<file path="config.mk">
export PLATFORM = sky130hd
export DESIGN_NAME = eci_error_insert
export DESIGN_NICKNAME = d
export VERILOG_FILES = /design/src/hdl/eci_pkg.sv /design/src/hdl/eci_fault_mask.sv /design/src/hdl/eci_check_enc.sv /design/src/hdl/eci_error_insert.sv
export SDC_FILE = /design/constraint.sdc
export NUM_CORES = 1
export LEC_CHECK = 0
export ABC_AREA = 1
export ABC_CLOCK_PERIOD_IN_PS = 2200
export BUFFER_PORTS_ARGS = -buffer_cell sky130_fd_sc_hd__buf_4
export CAP_MARGIN = 20
export CORE_ASPECT_RATIO = 1.4
export CORE_UTILIZATION = 50
export DETAILED_ROUTE_END_ITERATION = 6
export PLACE_DENSITY = 0.77
export SETUP_SLACK_MARGIN = 0.5
export SYNTH_ARGS = -nofsm -noshare
export SYNTH_HDL_FRONTEND = slang
export SYNTH_SLANG_ARGS = --single-unit
</file>
<file path="constraint.sdc">
create_clock -name mclk_in -period 2.2 [get_ports mclk_in]
set_input_delay 0.11 -clock mclk_in [delete_from_list [all_inputs] [get_ports mclk_in]]
set_output_delay 0.11 -clock mclk_in [all_outputs]
set_load 0.05 [all_outputs]
</file>
<file path="src/hdl/eci_pkg.sv">
// Constants and carrier types for the event cache error insertion block
package eci_pkg;

  // ************************************************************
  // Register map
  // ************************************************************
  localparam int unsigned REG_ADDR_W = 16;
  localparam logic [15:0] EVENT_CACHE_ERROR_INSERT_OFFSET = 16'h0000;
  localparam int unsigned REG_W = 64;
  localparam logic [63:0] RDATA_RESET = 64'h0000_0000_0000_0000;

  // ************************************************************
  // Field positions
  // ************************************************************
  localparam int unsigned START_BIT = 63;
  localparam int unsigned STATUS_LSB = 61;
  localparam int unsigned STATUS_W = 2;
  localparam int unsigned ENC_OFF_BIT = 60;
  localparam int unsigned RAM_PRESENT_BIT = 60;
  localparam int unsigned ADDR_LSB = 32;
  localparam int unsigned ADDR_W = 16;
  localparam int unsigned SECOND_EN_BIT = 31;
  localparam int unsigned SECOND_LOC_LSB = 16;
  localparam int unsigned FIRST_EN_BIT = 15;
  localparam int unsigned FIRST_LOC_LSB = 0;
  localparam int unsigned LOC_W = 9;

  // ************************************************************
  // Result codes
  // ************************************************************
  localparam logic [1:0] STATUS_DONE = 2'h0;
  localparam logic [1:0] STATUS_RANGE = 2'h1;
  localparam logic [1:0] STATUS_COINCIDENT = 2'h2;
  localparam logic [1:0] STATUS_MISMATCH = 2'h3;
  localparam logic [1:0] STATUS_RESET = 2'h0;

  // ************************************************************
  // Types
  // ************************************************************
  typedef enum logic [1:0] {
    ECI_IDLE = 2'h0,
    ECI_READ = 2'h1,
    ECI_WRITE = 2'h3
  } eci_state_e;

  typedef struct packed {
    logic enc_off;
    logic [15:0] addr;
    logic second_en;
    logic [8:0] second_loc;
    logic first_en;
    logic [8:0] first_loc;
  } eci_cfg_s;

  localparam eci_cfg_s CFG_RESET = '0;

  typedef struct packed {
    logic valid;
    logic we;
    logic [15:0] addr;
  } eci_ram_req_s;

  localparam eci_ram_req_s RAM_REQ_RESET = '0;

endpackage

</file>
<file path="src/hdl/eci_fault_mask.sv">
// Builds the bit-flip mask for the selected fault locations
`timescale 1ns/1ps
module eci_fault_mask #(
  parameter int unsigned RAM_W = 64
) (
  input wire eci_pkg::eci_cfg_s cfg_in,
  output logic [RAM_W-1:0] mask_out,
  output logic range_err_out,
  output logic coincide_out
);

  // ************************************************************
  // One flip per enabled location; disabled locations are ignored
  // ************************************************************
  for (genvar i = 0; i < RAM_W; i++) begin : g_bit
    assign mask_out[i] = (cfg_in.first_en && (cfg_in.first_loc == i[8:0]))
      | (cfg_in.second_en && (cfg_in.second_loc == i[8:0]));
  end

  // Locations beyond the word are refused before the RAM is touched
  assign range_err_out = (cfg_in.first_en && (32'(cfg_in.first_loc) >= RAM_W))
    | (cfg_in.second_en && (32'(cfg_in.second_loc) >= RAM_W));

  // Two faults on one bit would cancel, so they are reported instead
  assign coincide_out = cfg_in.first_en && cfg_in.second_en
    && (cfg_in.first_loc == cfg_in.second_loc);

endmodule

</file>
<file path="src/hdl/eci_check_enc.sv">
// Check-bit encoder used to verify entries before corrupting them
`timescale 1ns/1ps
module eci_check_enc #(
  parameter int unsigned RAM_W = 64,
  parameter int unsigned CHK_W = 8
) (
  input wire logic [RAM_W-1:0] data_in,
  output logic [CHK_W-1:0] check_out
);

  // ************************************************************
  // Interleaved parity: check bit k covers data bits i with i mod CHK_W == k
  // ************************************************************
  for (genvar k = 0; k < CHK_W; k++) begin : g_chk
    logic [RAM_W-1:0] sel;
    for (genvar i = 0; i < RAM_W; i++) begin : g_bit
      assign sel[i] = ((i % CHK_W) == k) ? data_in[i] : 1'b0;
    end
    assign check_out[k] = ^sel;
  end

endmodule

</file>
<file path="src/hdl/eci_error_insert.sv">
// Event cache ECC error insertion register and injection engine
`timescale 1ns/1ps

// Contract
// - Writing 1 to bit 63 starts an injection and the device clears it when done.
// - A read of bit 63 shows 1 while an injection runs and 0 once it is complete.
// - Written bit 60 at 0 keeps the encoder check during injection, at 1 skips it.
// - With the second enable set the second location bit is flipped, else ignored.
// - With the first enable set the first location bit is flipped, else ignored.
// - The two-bit status (done, range, coincident, mismatch) holds once bit 63 is 0.
// - A read of bit 60 shows 1 only when an ECC-protected RAM is present.
// - A read of bits 47 to 32 returns the highest valid event cache address.
// - A read of bits 8 to 0 returns the RAM width minus one.
// - With nonsecure access disallowed only secure transactions reach the register.
// - In multi-view builds only view 0 reaches the register.
// - The register exists only when the event cache has ECC protection.
module eci_error_insert #(
  parameter int unsigned RAM_W = 64,
  parameter int unsigned CHK_W = 8,
  parameter int unsigned RAM_DEPTH = 256,
  parameter int unsigned VIEW_W = 2,
  parameter bit ECC_PRESENT = 1'b1
) (
  input wire logic mclk_in,
  input wire logic rst_n_in,
  input wire logic [15:0] reg_addr_in,
  input wire logic [63:0] reg_wdata_in,
  input wire logic reg_wr_in,
  input wire logic reg_rd_in,
  input wire logic reg_secure_in,
  input wire logic [VIEW_W-1:0] reg_view_in,
  input wire logic nonsecure_access_allow_in,
  input wire logic multi_view_in,
  output logic [63:0] reg_rdata_out,
  output eci_pkg::eci_ram_req_s ram_req_out,
  output logic [RAM_W-1:0] ram_wdata_out,
  output logic [CHK_W-1:0] ram_wcheck_out,
  input wire logic ram_ack_in,
  input wire logic [RAM_W-1:0] ram_rdata_in,
  input wire logic [CHK_W-1:0] ram_rcheck_in,
  input wire logic ram_rerr_in
);

  // ************************************************************
  // Elaboration checks
  // ************************************************************
  if (RAM_W < 1 || RAM_W > 512) begin : g_bad_width
    $error("RAM_W must lie between 1 and 512");
  end
  if (RAM_DEPTH < 1 || RAM_DEPTH > 65536) begin : g_bad_depth
    $error("RAM_DEPTH must lie between 1 and 65536");
  end
  if (CHK_W < 1 || CHK_W > RAM_W) begin : g_bad_chk
    $error("CHK_W must lie between 1 and RAM_W");
  end

  localparam logic [15:0] RAM_MAX = 16'(RAM_DEPTH - 1);
  localparam logic [8:0] WIDTH_IDX = 9'(RAM_W - 1);

  // ************************************************************
  // Access filter
  // ************************************************************
  // Refused accesses are silent: writes vanish and reads return zero
  function automatic logic access_ok(input logic secure, input logic [VIEW_W-1:0] view,
                                     input logic ns_allow, input logic multi_view);
    logic ok;
    ok = ECC_PRESENT;
    ok = ok && (ns_allow || secure);
    ok = ok && (!multi_view || (view == '0));
    return ok;
  endfunction

  logic hit;
  logic allowed;
  logic wr_ok;
  logic rd_ok;
  assign hit = (reg_addr_in == eci_pkg::EVENT_CACHE_ERROR_INSERT_OFFSET);
  assign allowed = access_ok(reg_secure_in, reg_view_in, nonsecure_access_allow_in,
                             multi_view_in);
  assign wr_ok = reg_wr_in && hit && allowed;
  assign rd_ok = reg_rd_in && hit && allowed;

  // ************************************************************
  // Configuration fields
  // ************************************************************
  eci_pkg::eci_state_e state_r;
  eci_pkg::eci_state_e state_nxt;
  eci_pkg::eci_cfg_s cfg_r;
  eci_pkg::eci_cfg_s cfg_nxt;
  logic busy_r;
  logic [1:0] status_r;
  logic start;

  // Fields are frozen while an injection runs so the target cannot move under it
  assign start = wr_ok && !busy_r && reg_wdata_in[eci_pkg::START_BIT];

  always_comb begin
    cfg_nxt = cfg_r;
    if (wr_ok && !busy_r) begin
      // Only named fields are captured; reserved bits fall away
      cfg_nxt.enc_off = reg_wdata_in[eci_pkg::ENC_OFF_BIT];
      cfg_nxt.addr = reg_wdata_in[eci_pkg::ADDR_LSB +: eci_pkg::ADDR_W];
      cfg_nxt.second_en = reg_wdata_in[eci_pkg::SECOND_EN_BIT];
      cfg_nxt.second_loc = reg_wdata_in[eci_pkg::SECOND_LOC_LSB +: eci_pkg::LOC_W];
      cfg_nxt.first_en = reg_wdata_in[eci_pkg::FIRST_EN_BIT];
      cfg_nxt.first_loc = reg_wdata_in[eci_pkg::FIRST_LOC_LSB +: eci_pkg::LOC_W];
    end
  end

  always_ff @(posedge mclk_in) begin
    if (!rst_n_in) begin
      cfg_r <= eci_pkg::CFG_RESET;
    end else begin
      cfg_r <= cfg_nxt;
    end
  end

  // ************************************************************
  // Mask and encoder
  // ************************************************************
  logic [RAM_W-1:0] mask;
  logic range_err;
  logic coincide;
  logic [CHK_W-1:0] calc_check;
  logic addr_err;

  eci_fault_mask #(
    .RAM_W(RAM_W)
  ) u_mask (
    .cfg_in(cfg_nxt),
    .mask_out(mask),
    .range_err_out(range_err),
    .coincide_out(coincide)
  );

  eci_check_enc #(
    .RAM_W(RAM_W),
    .CHK_W(CHK_W)
  ) u_enc (
    .data_in(ram_rdata_in),
    .check_out(calc_check)
  );

  assign addr_err = (cfg_nxt.addr > RAM_MAX);

  // ************************************************************
  // Injection sequencer
  // ************************************************************
  // Read the entry, check it, then write it back with the flips applied
  always_comb begin
    state_nxt = state_r;
    unique case (state_r)
      eci_pkg::ECI_IDLE: begin
        if (start && !range_err && !addr_err && !coincide) begin
          state_nxt = eci_pkg::ECI_READ;
        end
      end
      eci_pkg::ECI_READ: begin
        if (ram_ack_in) begin
          if (ram_rerr_in || (!cfg_r.enc_off && (calc_check != ram_rcheck_in))) begin
            state_nxt = eci_pkg::ECI_IDLE;
          end else begin
            state_nxt = eci_pkg::ECI_WRITE;
          end
        end
      end
      eci_pkg::ECI_WRITE: begin
        if (ram_ack_in) begin
          state_nxt = eci_pkg::ECI_IDLE;
        end
      end
      default: begin
        state_nxt = eci_pkg::ECI_IDLE;
      end
    endcase
  end

  always_ff @(posedge mclk_in) begin
    if (!rst_n_in) begin
      state_r <= eci_pkg::ECI_IDLE;
    end else begin
      state_r <= state_nxt;
    end
  end

  // Busy mirrors the start bit; it drops on the edge the sequencer returns to ECI_IDLE
  always_ff @(posedge mclk_in) begin
    if (!rst_n_in) begin
      busy_r <= 1'b0;
    end else begin
      busy_r <= (state_nxt != eci_pkg::ECI_IDLE);
    end
  end

  always_ff @(posedge mclk_in) begin
    if (!rst_n_in) begin
      status_r <= eci_pkg::STATUS_RESET;
    end else if (state_r == eci_pkg::ECI_IDLE && start) begin
      if (range_err || addr_err) begin
        status_r <= eci_pkg::STATUS_RANGE;
      end else if (coincide) begin
        status_r <= eci_pkg::STATUS_COINCIDENT;
      end else begin
        status_r <= eci_pkg::STATUS_DONE;
      end
    end else if (state_r == eci_pkg::ECI_READ && ram_ack_in) begin
      if (ram_rerr_in) begin
        status_r <= eci_pkg::STATUS_COINCIDENT;
      end else if (!cfg_r.enc_off && (calc_check != ram_rcheck_in)) begin
        status_r <= eci_pkg::STATUS_MISMATCH;
      end
    end
  end

  // ************************************************************
  // RAM port
  // ************************************************************
  logic [RAM_W-1:0] flip_mask_r;

  always_ff @(posedge mclk_in) begin
    if (!rst_n_in) begin
      flip_mask_r <= '0;
    end else if (start) begin
      flip_mask_r <= mask;
    end
  end

  always_ff @(posedge mclk_in) begin
    if (!rst_n_in) begin
      ram_req_out <= eci_pkg::RAM_REQ_RESET;
    end else begin
      ram_req_out.valid <= (state_nxt != eci_pkg::ECI_IDLE);
      ram_req_out.we <= (state_nxt == eci_pkg::ECI_WRITE);
      ram_req_out.addr <= cfg_nxt.addr;
    end
  end

  // Old check bits are kept so that the flips show as ECC errors later
  always_ff @(posedge mclk_in) begin
    if (!rst_n_in) begin
      ram_wdata_out <= '0;
      ram_wcheck_out <= '0;
    end else if (state_r == eci_pkg::ECI_READ && ram_ack_in) begin
      ram_wdata_out <= ram_rdata_in ^ flip_mask_r;
      ram_wcheck_out <= ram_rcheck_in;
    end
  end

  // ************************************************************
  // Read path
  // ************************************************************
  logic [63:0] rd_word;

  always_comb begin
    rd_word = '0;
    rd_word[eci_pkg::START_BIT] = busy_r;
    rd_word[eci_pkg::STATUS_LSB +: eci_pkg::STATUS_W] = status_r;
    rd_word[eci_pkg::RAM_PRESENT_BIT] = ECC_PRESENT;
    rd_word[eci_pkg::ADDR_LSB +: eci_pkg::ADDR_W] = RAM_MAX;
    rd_word[eci_pkg::FIRST_LOC_LSB +: eci_pkg::LOC_W] = WIDTH_IDX;
  end

  // Data stand for one cycle only; every other cycle reads zero
  always_ff @(posedge mclk_in) begin
    if (!rst_n_in) begin
      reg_rdata_out <= eci_pkg::RDATA_RESET;
    end else if (rd_ok) begin
      reg_rdata_out <= rd_word;
    end else begin
      reg_rdata_out <= eci_pkg::RDATA_RESET;
    end
  end
endmodule

</file>
=== Word level (Yosys, flattened, before mapping) ===
Cells that the tools add are included.

* Bits in registers: 243
* Latch bits: 0
* RAM bits: 0
* Bits in read-only memories: 0
* Input port bits: 163
* Output and inout bits: 154
* Logic and storage cells: 401
* Memories kept: 0

* Add/subtract/negate cells: 0
* Multipliers: 0
* Div/mod/pow operators: 0
* Order comparisons: 3
* Eq/ne operators: 131
* Shifts and indexed selects: 0
* Mux-type cells: 13
* Bitwise operators: 66
* Reductions and logical operators: 173

{| class="wikitable"
|+ Operators by type and width
! operator !! count
|-
| $eq 9x6->1 const B || 64
|-
| $reduce_xor 64->1 || 8
|-
| $eq 9x5->1 const B || 32
|-
| $logic_and 1x1->1 || 145
|-
| $eq 9x4->1 const B || 16
|-
| $eq 9x3->1 const B || 8
|-
| $or 1x1->1 || 65
|-
| $xor 64x64->64 || 1
|-
| $mux 61 || 1
|-
| $eq 9x2->1 const B || 4
|-
| $mux 36 || 1
|-
| $mux 2 || 10
|-
| $eq 9x1->1 const B || 2
|-
| $ge 9x7->1 const B || 2
|-
| $logic_not 9->1 || 2
|-
| $gt 16x8->1 const B || 1
|-
| $logic_not 16->1 || 1
|-
| $eq 9x9->1 || 1
|-
| $ne 8x8->1 || 1
|-
| $logic_not 1->1 || 6
|-
| $pmux 2 s3 || 1
|-
| $eq 2x2->1 const B || 2
|-
| $logic_not 2->1 || 2
|-
| $logic_or 1x1->1 || 4
|-
| 4 further kinds || 6
|}

=== Depth between registers and ports, before layout ===
Gate-level depths: netlist of run 1.

* Depth in word-level cells: 16
* Gate-level depth with buffers: 18
* Mapped depth without buffers: 18

=== Hierarchy ===
A second synthesis of run 1 with hierarchy kept.

* Cells, all modules: 1,676
* Area total of the unflattened synthesis: 10,572.6 um2

{| class="wikitable"
|+ Modules (own cells, without submodules)
! module !! times used !! cells each !! area each (um2) !! seq. area each (um2)
|-
| eci_error_insert || 1 || 981 || 7,773.7 || 3,663.5
|-
| eci_check_enc || 1 || 376 || 1,411.4 || 0.0
|-
| eci_fault_mask || 1 || 319 || 1,387.6 || 0.0
|}

=== Worst setup path after synthesis of run 1 ===
Ideal clock, no wire load.

* Kind: reg-to-reg
* From: register ram_req_out[17] (netlist name)
* To: register flip_mask_r[28]
* Setup time: 0.116 ns
* Data arrival time: 1.799 ns
* Data required time: 2.084 ns
* Slack: 0.285 ns
* Stages on the path, launching flop included: 15
* Clock period less this slack: 1.915 ns
* Path through: dfxtp_1 > inv_1 > nand4_1 > buf_2 > o21ai_0 > nand2_2 > nand2_4 > nor2_4 > nand2_2 > inv_2 > buf_4 > nand2_1 > nand3_1 > o211ai_1 > inv_1

{| class="wikitable"
|+ RTL lines
! what !! RTL line !! source
|-
| end signal: assignment || eci_error_insert.sv:224 || <nowiki>flip_mask_r <= mask;</nowiki>
|-
| end: declaration || eci_error_insert.sv:218 || <nowiki>logic [RAM_W-1:0] flip_mask_r;</nowiki>
|}

==> flow_summary.json, run 1 <==
{
  "dpl-instance-area_sq_um": 12800,
  "status": "complete, but fails checks",
  "drt.antenna.violating_nets": 0,
  "final_area_sq_um": 15000,
  "antenna_found_initial": 0,
  "dr.pass1.iters": 5,
  "clock_skew_ns": 0.00879,
  "place_congestion": 0.976,
  "rows": 61,
  "drive_gt1_share_pct": 32.0,
  "cts_tree": "yes",
  "period_minus_slack_ns": 2.22,
  "finish.net_count": 2008,
  "n_fill_cell": 1494,
  "instances_no_fill": 2110,
  "wl_per_cell_um": 16.6,
  "crit_required_ns": 2.57,
  "initial_core_util_pct": 51.5,
  "synth-edff-count": 0,
  "critPathCaptureType": "register",
  "hold_viol_final": 0,
  "final_common_cell": "buf_4",
  "ioPinCount": 317,
  "avgSynthCellArea_sq_um": 6.93,
  "fmax_mhz": 450,
  "worst_hold_slack_ns": 0.00472,
  "violations": "negative setup slack",
  "die_y_um": 172,
  "drv_cap": 0,
  "routed_wl_um": 35000,
  "htreeDepth": 4,
  "setup_viol": 1,
  "globalRouteTotalUtil_pct": 32.6,
  "synth_ff_type": "dfxtp_1",
  "port_buffers": 244,
  "dieArea_sq_um": 21200,
  "drt-vias-per-instance": 5.21,
  "hpwlAfterDp_um": 24000,
  "ir_worst_vdd_mv": 0.469,
  "grt_pass1_vias": 10400,
  "async_reset_ff_share_pct": 0,
  "layout_common_cells": "341 x buf_4, 257 x nand2_1, 182 x dfxtp_1",
  "area_growth_pct": 45.4,
  "rsz0062_at_grt": "true",
  "diodes": 0,
  "clock_latency_ns": 0.43,
  "drc": 0,
  "grt_max_degree": 89,
  "die_x_um": 123,
  "path_clk_slew_ns": 0.07,
  "ys_seq_elements": 183,
  "finalMaxSlewViolations": 0,
  "crit_arrival_ns": 2.60,
  "ys_seq_area_share_pct": 35.6,
  "yosysWarnings": 0,
  "post-place-cells": 1991,
  "overflow": 0,
  "netlist-cell-type-count": 38,
  "critPathLaunchType": "register",
  "path_class": "reg2reg",
  "cts-buffers-inserted": 17,
  "fin_ws_ns": -0.0205,
  "period_share_pct": 101,
  "syn_area_sq_um": 10300,
  "holdCritPathClass": "in2reg",
  "clockBufferDepth": 2,
  "power.leakage_nw": 7.16,
  "power-per-cell-area_nw_per_um2": 495,
  "vias": 11000,
  "core_sq_um": 20000,
  "grt_pass1_wl_um": 52500,
  "crit_fanout": 8,
  "fin_setup_tns_ns": -0.0205,
  "drt_iter0_drc": 671,
  "cts.sinks": 183,
  "cts-root-buf": "clkbuf_16",
  "netlist_instances": 1485,
  "power_mw": 7.42
}
repair_timing:
item,CTS,global route
pin swaps,22,15
gates cloned,4,1
hold endpoints to repair,60,0
endpoints found under the setup margin,68,101
hold buffers,60,0
buffers inserted,14,8
resized for setup,91,86
cell families (layout without fill, tap and decap cells):
| kind of cell | Yosys count | in the layout | synth area share, % |
|---|---|---|---|
| other | 1 | 46 | 0.0364 |
| buffers and inverters | 315 | 642 | 15.2 |
| flip-flops | 183 | 183 | 35.6 |
| XOR/XNOR | 98 | 98 | 8.34 |
| AO/OA/AOI/OAI | 282 | 282 | 15.4 |
| AND/OR/NAND/NOR | 606 | 607 | 25.4 |
power by group:
group	switching, mW	total (mW)	internal, mW
Sequential	0.00000818	3.31	3.31
Clock	1.39	3.15	1.76
Combinational	0.565	0.958	0.393
Total	1.96	7.42	5.46
metal layers:
metal  global-route usage (%)  vias to the layer above  part of all wire, %
met3                     4.44                      141                  4.7
li1                         -                     5313                    -
met5                        0                        -                    0
met4                     23.3                        0                  7.4
met1                     34.7                     5091                   36
met2                     58.4                      446                   52
path summary, 6_finish.rpt:
check / startpoint / end / slack (ns) / cells past startpoint
max: ram_req_out[17] / flip_mask_r[31] / -0.02 / 14
min: reg_wdata_in[45] / ram_req_out[13] / 0.005 / 5
max reg2reg: ram_req_out[17] / flip_mask_r[31] / -0.02 / 14
min reg2reg: status_r[1] / reg_rdata_out[62] / 0.44 / 2
flip-flops by register name, summed over array words and instances, names as in the netlist:
name            flops
ram_wdata_out      64
flip_mask_r        64
cfg_r              21
state_r             2
ram_req_out        18
status_r            2
ram_wcheck_out      8
reg_rdata_out       4
worst max-delay path, stage by stage, from the launching register on:
cell and delay (ns):
dfxtp_2 0.33, inv_2 0.05, nand4_1 0.15, nor2_4 0.22, buf_6 0.17, buf_16 0.15
nand2_4 0.05, o21ai_4 0.16, nand2_4 0.14, inv_2 0.11, nand3_2 0.15, or2_1 0.25
nand3_1 0.08, o211ai_1 0.10, inv_2 0.06
through the flow:
stage               utilization (%)  setup WS, ns
floorplan                         -         0.367
global placement               64.1       -0.0326
detailed placement             64.1       -0.0843
CTS                            72.8        0.0534
global route                   74.9        -0.132
finish                         74.9       -0.0205
area by class of cell:
cell class | instances | area [sq um] | share of cell area, %
well taps | 252 | 315 | 2.11
clock inverters | 12 | 138 | 0.919
multi-input cells | 1033 | 6030 | 40.2
repair buffers | 434 | 3710 | 24.8
clock buffers | 20 | 457 | 3.05
inverters | 176 | 668 | 4.46
flip-flops and latches | 183 | 3660 | 24.5
synth_stat cells (29+ instances only):
master,instances,area (sq um)
inv_1,162,608
nand3_1,71,355
nand2_1,290,1090
xnor2_1,84,736
dfxtp_1,183,3660
clkbuf_1,45,169
o211ai_1,33,248
nor2_1,181,679
o21ai_1,29,145
o21ai_0,116,581
a21oi_1,73,365
buf_4,79,593
Power figures use the tool's default switching activity.
==> run 2, diff against run 1 <==
--- a/config.mk
+++ b/config.mk
@@ -10,7 +10,9 @@
 export BUFFER_PORTS_ARGS = -buffer_cell sky130_fd_sc_hd__buf_4
 export CAP_MARGIN = 20
 export CORE_ASPECT_RATIO = 1.4
+export CORE_MARGIN = 2
 export CORE_UTILIZATION = 50
+export CTS_BUF_LIST = sky130_fd_sc_hd__clkbuf_8 sky130_fd_sc_hd__clkbuf_16
 export DETAILED_ROUTE_END_ITERATION = 6
 export PLACE_DENSITY = 0.77
 export SETUP_SLACK_MARGIN = 0.5
==> run 2 against run 1 <==
  * The run still ends with negative setup slack left
  * First-iteration DRC count up 34%
  * Final cell count up 1.2%
  * Wire length up 4.7%
  * Sequential share of layout area down 0.66 points
  * Global-route usage down 2.3 points
==> flow_summary.json, run 2 (same netlist as run 1, synthesis figures left out) <==
{
  "status": "complete, but fails checks",
  "violations": "negative setup slack",
  "antenna_found_initial": 0,
  "crit_required_ns": 2.58,
  "fin_ws_ns": -0.0504,
  "drv_cap": 0,
  "crit_arrival_ns": 2.63,
  "clock_skew_ns": 0.0151,
  "drt-vias-per-instance": 5.30,
  "clock_latency_ns": 0.45,
  "globalRouteTotalUtil_pct": 30.3,
  "path_clk_slew_ns": 0.07,
  "fin_setup_tns_ns": -0.169,
  "period_minus_slack_ns": 2.25,
  "grt_max_degree": 99,
  "path_class": "reg2reg",
  "holdPathEnd": "ram_wdata_out[38]",
  "dr.pass1.iters": 7,
  "rsz0062_at_grt": "true",
  "power-per-cell-area_nw_per_um2": 506,
  "ir_worst_vdd_mv": 0.509,
  "dpl-instance-area_sq_um": 12800,
  "slowest_delay_ns": 0.34,
  "grt_pass1_wl_um": 52700,
  "hold_viol_final": 0,
  "rows": 62,
  "n_fill_cell": 1448,
  "crit_family": "buffers and inverters",
  "hp-start": "ram_rdata_in[38]",
  "cts.sinks": 183,
  "vias": 11300,
  "power.leakage_nw": 7.32,
  "drt_iter0_drc": 901,
  "final_area_sq_um": 15400,
  "die_y_um": 174,
  "critPathCaptureType": "register",
  "min_path_cells": 3,
  "crit_fanout": 8,
  "htreeDepth": 4,
  "crit_slowest_cell": "dfxtp_2",
  "drt.antenna.violating_nets": 0,
  "port_buffers": 244,
  "drive_gt1_share_pct": 32.6,
  "cts_tree": "yes",
  "place_congestion": 0.978,
  "instances_no_fill": 2135,
  "finalMaxSlewViolations": 0,
  "core_sq_um": 20400,
  "overflow": 0,
  "ff2ff_setup_slack_ns": -0.05,
  "cts-buffers-inserted": 17,
  "path_depth": 14,
  "die_x_um": 125,
  "r2r-start": "ram_req_out[17]",
  "area_growth_pct": 49.5,
  "cts-root-buf": "clkbuf_16",
  "path_cells": "inv_2 -> nand4_1 -> nor2_4 -> buf_12 -> buf_12 -> buf_16 -> o21ai_4 -> nand2_1 -> inv_1 -> buf_4 -> nand3_2 -> o21ai_1 -> o21ai_1 -> inv_1",
  "ioPinCount": 317,
  "path_buf_inv": 7,
  "post-place-cells": 1998,
  "clockBufferDepth": 2,
  "hpwlAfterDp_um": 23900,
  "wl_per_cell_um": 17.2,
  "period_share_pct": 102,
  "power_mw": 7.79,
  "holdCritPathClass": "in2reg",
  "finish.net_count": 2030,
  "final_common_cell": "buf_4",
  "diodes": 0,
  "r2r-end": "flip_mask_r[0]",
  "critPathLaunchType": "register",
  "top_regs": "flip_mask_r: 64 flops, ram_wdata_out: 64 flops, cfg_r: 21 flops",
  "dieArea_sq_um": 21800,
  "worstRegToRegCells": 14,
  "initial_core_util_pct": 50.5,
  "fmax_mhz": 444,
  "setup_viol": 5,
  "routed_wl_um": 36600,
  "drc": 0,
  "layout_common_cells": "329 x buf_4, 249 x nand2_1, 182 x dfxtp_1",
  "grt_pass1_vias": 10400
}
[run 2: cell types whose count changed in the layout (fill, tap and decap cells not counted), moves of 9 or more]
cell and change:
buf_4 -12, buf_6 +9, nand2_2 +10, nand3_1 -9
[run 2: area by class of cell]
cell class	instances	area [sq um]	share of cell area [%]
inverters	176	673	4.37
repair inverters	1	7.51	0.0488
multi-input cells	1032	6000	39.0
well taps	256	320	2.08
clock buffers	17	425	2.76
flip-flops and latches	183	3660	23.8
repair buffers	456	4080	26.5
clock inverters	14	223	1.45
[run 2: through the flow]
step | util, % | worst slack, ns | hold slack (ns)
global route | 75.4 | -0.177 | 0.0120
CTS | 70.8 | 0.00580 | 0.00295
finish | 75.4 | -0.0504 | 0.0114
detailed placement | 62.9 | -0.174 | 0.341
floorplan | - | 0.367 | 0.245
global placement | 62.9 | -0.123 | 0.333
[run 2: worst reg2reg max path, cell delays in order, from the launching register on]
cell and delay (ns):
dfxtp_2 0.34, inv_2 0.04, nand4_1 0.15, nor2_4 0.05
buf_12 0.14, buf_12 0.13, buf_16 0.14, o21ai_4 0.30
nand2_1 0.16, inv_1 0.11, buf_4 0.13, nand3_2 0.13
o21ai_1 0.18, o21ai_1 0.10, inv_1 0.10
[run 2: repair_timing]
action / 4_1_cts / 5_1_grt
gates cloned: 3 / 6
pin swaps: 1 / 51
setup buffers: 4 / 17
hold buffers: 76 / 0
resized for setup: 22 / 181
endpoints found under the setup margin: 68 / 75
endpoints found under the hold margin: 77 / 0
[run 2: layer usage]
metal | up-vias | track usage (%) | wire length [um]
met5 | - | 0 | 0
met4 | 0 | 19.6 | 2760
met3 | 159 | 4.88 | 2060
met2 | 551 | 53.5 | 18600
met1 | 5243 | 33.5 | 13200
li1 | 5364 | - | -
[run 2: where the power goes]
group | internal [mW] | switching [mW] | leakage [nW] | total, mW
registers | 3.31 | 0.00000829 | 1.47 | 3.31
logic | 0.439 | 0.619 | 5.55 | 1.06
clock network | 2.02 | 1.40 | 0.304 | 3.42
total | 5.77 | 2.01 | 7.32 | 7.79
[run 2: how the worst max path moves through the flow]
stage                                 end             from
after CTS                 flip_mask_r[10]  ram_req_out[17]
after floorplan           flip_mask_r[54]  ram_req_out[17]
after global placement    flip_mask_r[10]  reg_addr_in[15]
after global routing          status_r[1]  ram_req_out[17]
final                      flip_mask_r[0]  ram_req_out[17]
after detailed placement  flip_mask_r[10]  reg_addr_in[15]
==> run 3, diff against run 2 <==
--- a/config.mk
+++ b/config.mk
@@ -6,7 +6,7 @@
 export NUM_CORES = 1
 export LEC_CHECK = 0
 export ABC_AREA = 1
-export ABC_CLOCK_PERIOD_IN_PS = 2200
+export ABC_CLOCK_PERIOD_IN_PS = 2100
 export BUFFER_PORTS_ARGS = -buffer_cell sky130_fd_sc_hd__buf_4
 export CAP_MARGIN = 20
 export CORE_ASPECT_RATIO = 1.4
==> constraint.sdc (replaced) <==
create_clock -name mclk_in -period 2.1 [get_ports mclk_in]
set_input_delay 0.105 -clock mclk_in [delete_from_list [all_inputs] [get_ports mclk_in]]
set_output_delay 0.105 -clock mclk_in [all_outputs]
set_load 0.05 [all_outputs]
==> run 3 against run 2 <==
  * The run still ends with negative setup slack left
  * Final cell count is 1.9% higher
  * Die area stayed put
  * Clock skew is 0.0010 ns higher
  * Clock-buffer cell count is 1 higher
  * Global-route usage is 1.2 points higher
  * Via count is 3.1% higher
  * Hold slack worse by 0.0087 ns
  * Utilization is 3.0 points higher
  * Sequential share of layout area is 0.91 points lower
  * Highest routed layer unchanged
  * Clock power is 5% lower
  * Combinational power hardly changed
==> flow_summary.json, run 3 (same netlist as run 1, synthesis figures left out) <==
{
  "status": "complete, but fails checks",
  "violations": "negative setup slack",
  "routed_wl_um": 39100,
  "dieArea_sq_um": 21800,
  "rows": 62,
  "cts-buffers-inserted": 17,
  "diodes": 0,
  "swShare_pct": 27.8,
  "rsz0062_at_grt": "true",
  "grt_pass1_wl_um": 54700,
  "period_share_pct": 113,
  "power.switching_mw": 2.16,
  "dp_slack_ns": -0.225,
  "hold_viol_final": 0,
  "crit_required_ns": 2.50,
  "power_frac_comb_pct": 13.6,
  "r2r-start": "ram_req_out[17]",
  "drc": 0,
  "finalMaxSlewViolations": 0,
  "hpwlAfterDp_um": 24500,
  "layout_common_cells": "346 x buf_4, 229 x nand2_1, 182 x dfxtp_1",
  "slowest_delay_ns": 0.36,
  "wl_per_cell_um": 18.0,
  "drv_cap": 0,
  "overflow": 0,
  "area_growth_pct": 55.5,
  "final_common_cell": "buf_4",
  "drt-vias-per-instance": 5.36,
  "critPathLaunchType": "register",
  "dpl-instance-area_sq_um": 13000,
  "dr.pass1.iters": 6,
  "clock_latency_ns": 0.45,
  "die_y_um": 174,
  "path_cells": "inv_2 -> nand4_1 -> nor2_4 -> buf_6 -> buf_12 -> buf_6 -> o21ai_4 -> buf_6 -> inv_1 -> nand2_1 -> nand2_1 -> nor2_2 -> nand2_1 -> o21ai_2 -> nand2_1 -> nor2_1",
  "ff2ff_setup_slack_ns": -0.26,
  "cts_tree": "yes",
  "p_clk_share_pct": 41.8,
  "crit_slowest_cell": "dfxtp_2",
  "crit_top_cell": "nand2_1",
  "r2r-end": "status_r[1]",
  "fin_setup_tns_ns": -8.80,
  "period_minus_slack_ns": 2.36,
  "worst_hold_slack_ns": 0.00279,
  "path_buf_inv": 6,
  "grt_pass1_vias": 10800,
  "place_congestion": 0.964,
  "vias": 11700,
  "final_area_sq_um": 16000,
  "finish.net_count": 2070,
  "path_class": "reg2reg",
  "fmax_mhz": 423,
  "drt_iter0_drc": 1059,
  "crit_family": "simple AND/OR/NAND/NOR gates",
  "crit_arrival_ns": 2.76,
  "crit_end": "status_r[1]",
  "crit_path_start": "ram_req_out[17]",
  "clock_skew_ns": 0.0161,
  "p_int_mw": 5.61,
  "cts-root-buf": "clkbuf_16",
  "die_x_um": 125,
  "power-per-cell-area_nw_per_um2": 486,
  "ioPinCount": 317,
  "clockBufferDepth": 2,
  "top_regs": "flip_mask_r: 64 flops, ram_wdata_out: 64 flops, cfg_r: 21 flops",
  "pwr-share-seq_pct": 44.6,
  "drive_gt1_share_pct": 35.2,
  "worstRegToRegCells": 16,
  "n_fill_cell": 1346,
  "fin_ws_ns": -0.263,
  "power.leakage_nw": 7.53,
  "htreeDepth": 4,
  "critPathCaptureType": "register",
  "antenna_found_initial": 0,
  "cts.sinks": 183,
  "setup_viol": 68,
  "port_buffers": 244,
  "core_sq_um": 20400,
  "power_mw": 7.78,
  "initial_core_util_pct": 50.5,
  "grt_max_degree": 101,
  "drt.antenna.violating_nets": 0,
  "path_depth": 16,
  "crit_fanout": 8,
  "path_clk_slew_ns": 0.08,
  "globalRouteTotalUtil_pct": 31.5,
  "holdCritPathClass": "in2reg",
  "ir_worst_vdd_mv": 0.493
}
## run 3: cell type report
class	count	area, sq um	area share [%]
multi-input combinational	1032	6260	39.1
timing repair buffer	497	4510	28.2
sequential	183	3660	22.9
inverter	176	681	4.25
clock buffer	18	439	2.74
tap	256	320	2.00
clock inverter	13	134	0.836
## run 3: tightest hold or removal path: cells and delay by family
kind / cells / cell delay, ns
buf+inv: 2 / 0.15
simple gates: 2 / 0.10
compound gates: 1 / 0.06
## run 3: per-stage QoR
step	util [%]	std cells
after floorplan	-	1530
after global placement	63.7	2018
after detailed placement	63.7	2018
after CTS	73.9	2144
after global routing	78.5	2175
final	78.5	2175
## run 3: worst min-delay path by stage
stage / slack, ns / cells after the start / endpoint / startpoint
after floorplan: 0.24 / 2 / ram_req_out[0] / reg_wdata_in[32]
after global routing: 0.03 / 3 / ram_wdata_out[49] / rst_n_in
after CTS: 0.001 / 5 / ram_req_out[14] / reg_wdata_in[46]
after global placement: 0.33 / 3 / ram_req_out[5] / reg_wdata_in[37]
after detailed placement: 0.34 / 3 / ram_req_out[0] / reg_wdata_in[32]
final: 0.003 / 5 / ram_req_out[8] / reg_wdata_in[40]
## run 3: routing by layer
| layer | global-route usage (%) | up-vias | share of wire, % |
|---|---|---|---|
| li1 | - | 5443 | - |
| met1 | 34.0 | 5468 | 35 |
| met2 | 57.2 | 602 | 51 |
| met3 | 5.19 | 155 | 6.1 |
| met4 | 18.9 | 0 | 7.3 |
| met5 | 0 | - | 0 |
## run 3: power groups by stage
stage	logic, mW	clock network, mW	registers, mW
finish	1.06	3.25	3.47
global route	1.13	3.41	3.47
CTS	1.02	3.25	3.47
detailed placement	0.887	0	3.55
global placement	0.872	0	3.55
floorplan	0.584	0	3.55
## run 3: timing repair
| item | in CTS | in global routing |
|---|---|---|
| buffers inserted | 8 | 23 |
| hold buffers | 84 | 1 |
| hold endpoints to repair | 84 | 1 |
| resized for setup | 132 | 144 |
| gates cloned | 3 | 7 |
| endpoints found under the setup margin | 71 | 129 |
| pin swaps | 23 | 42 |
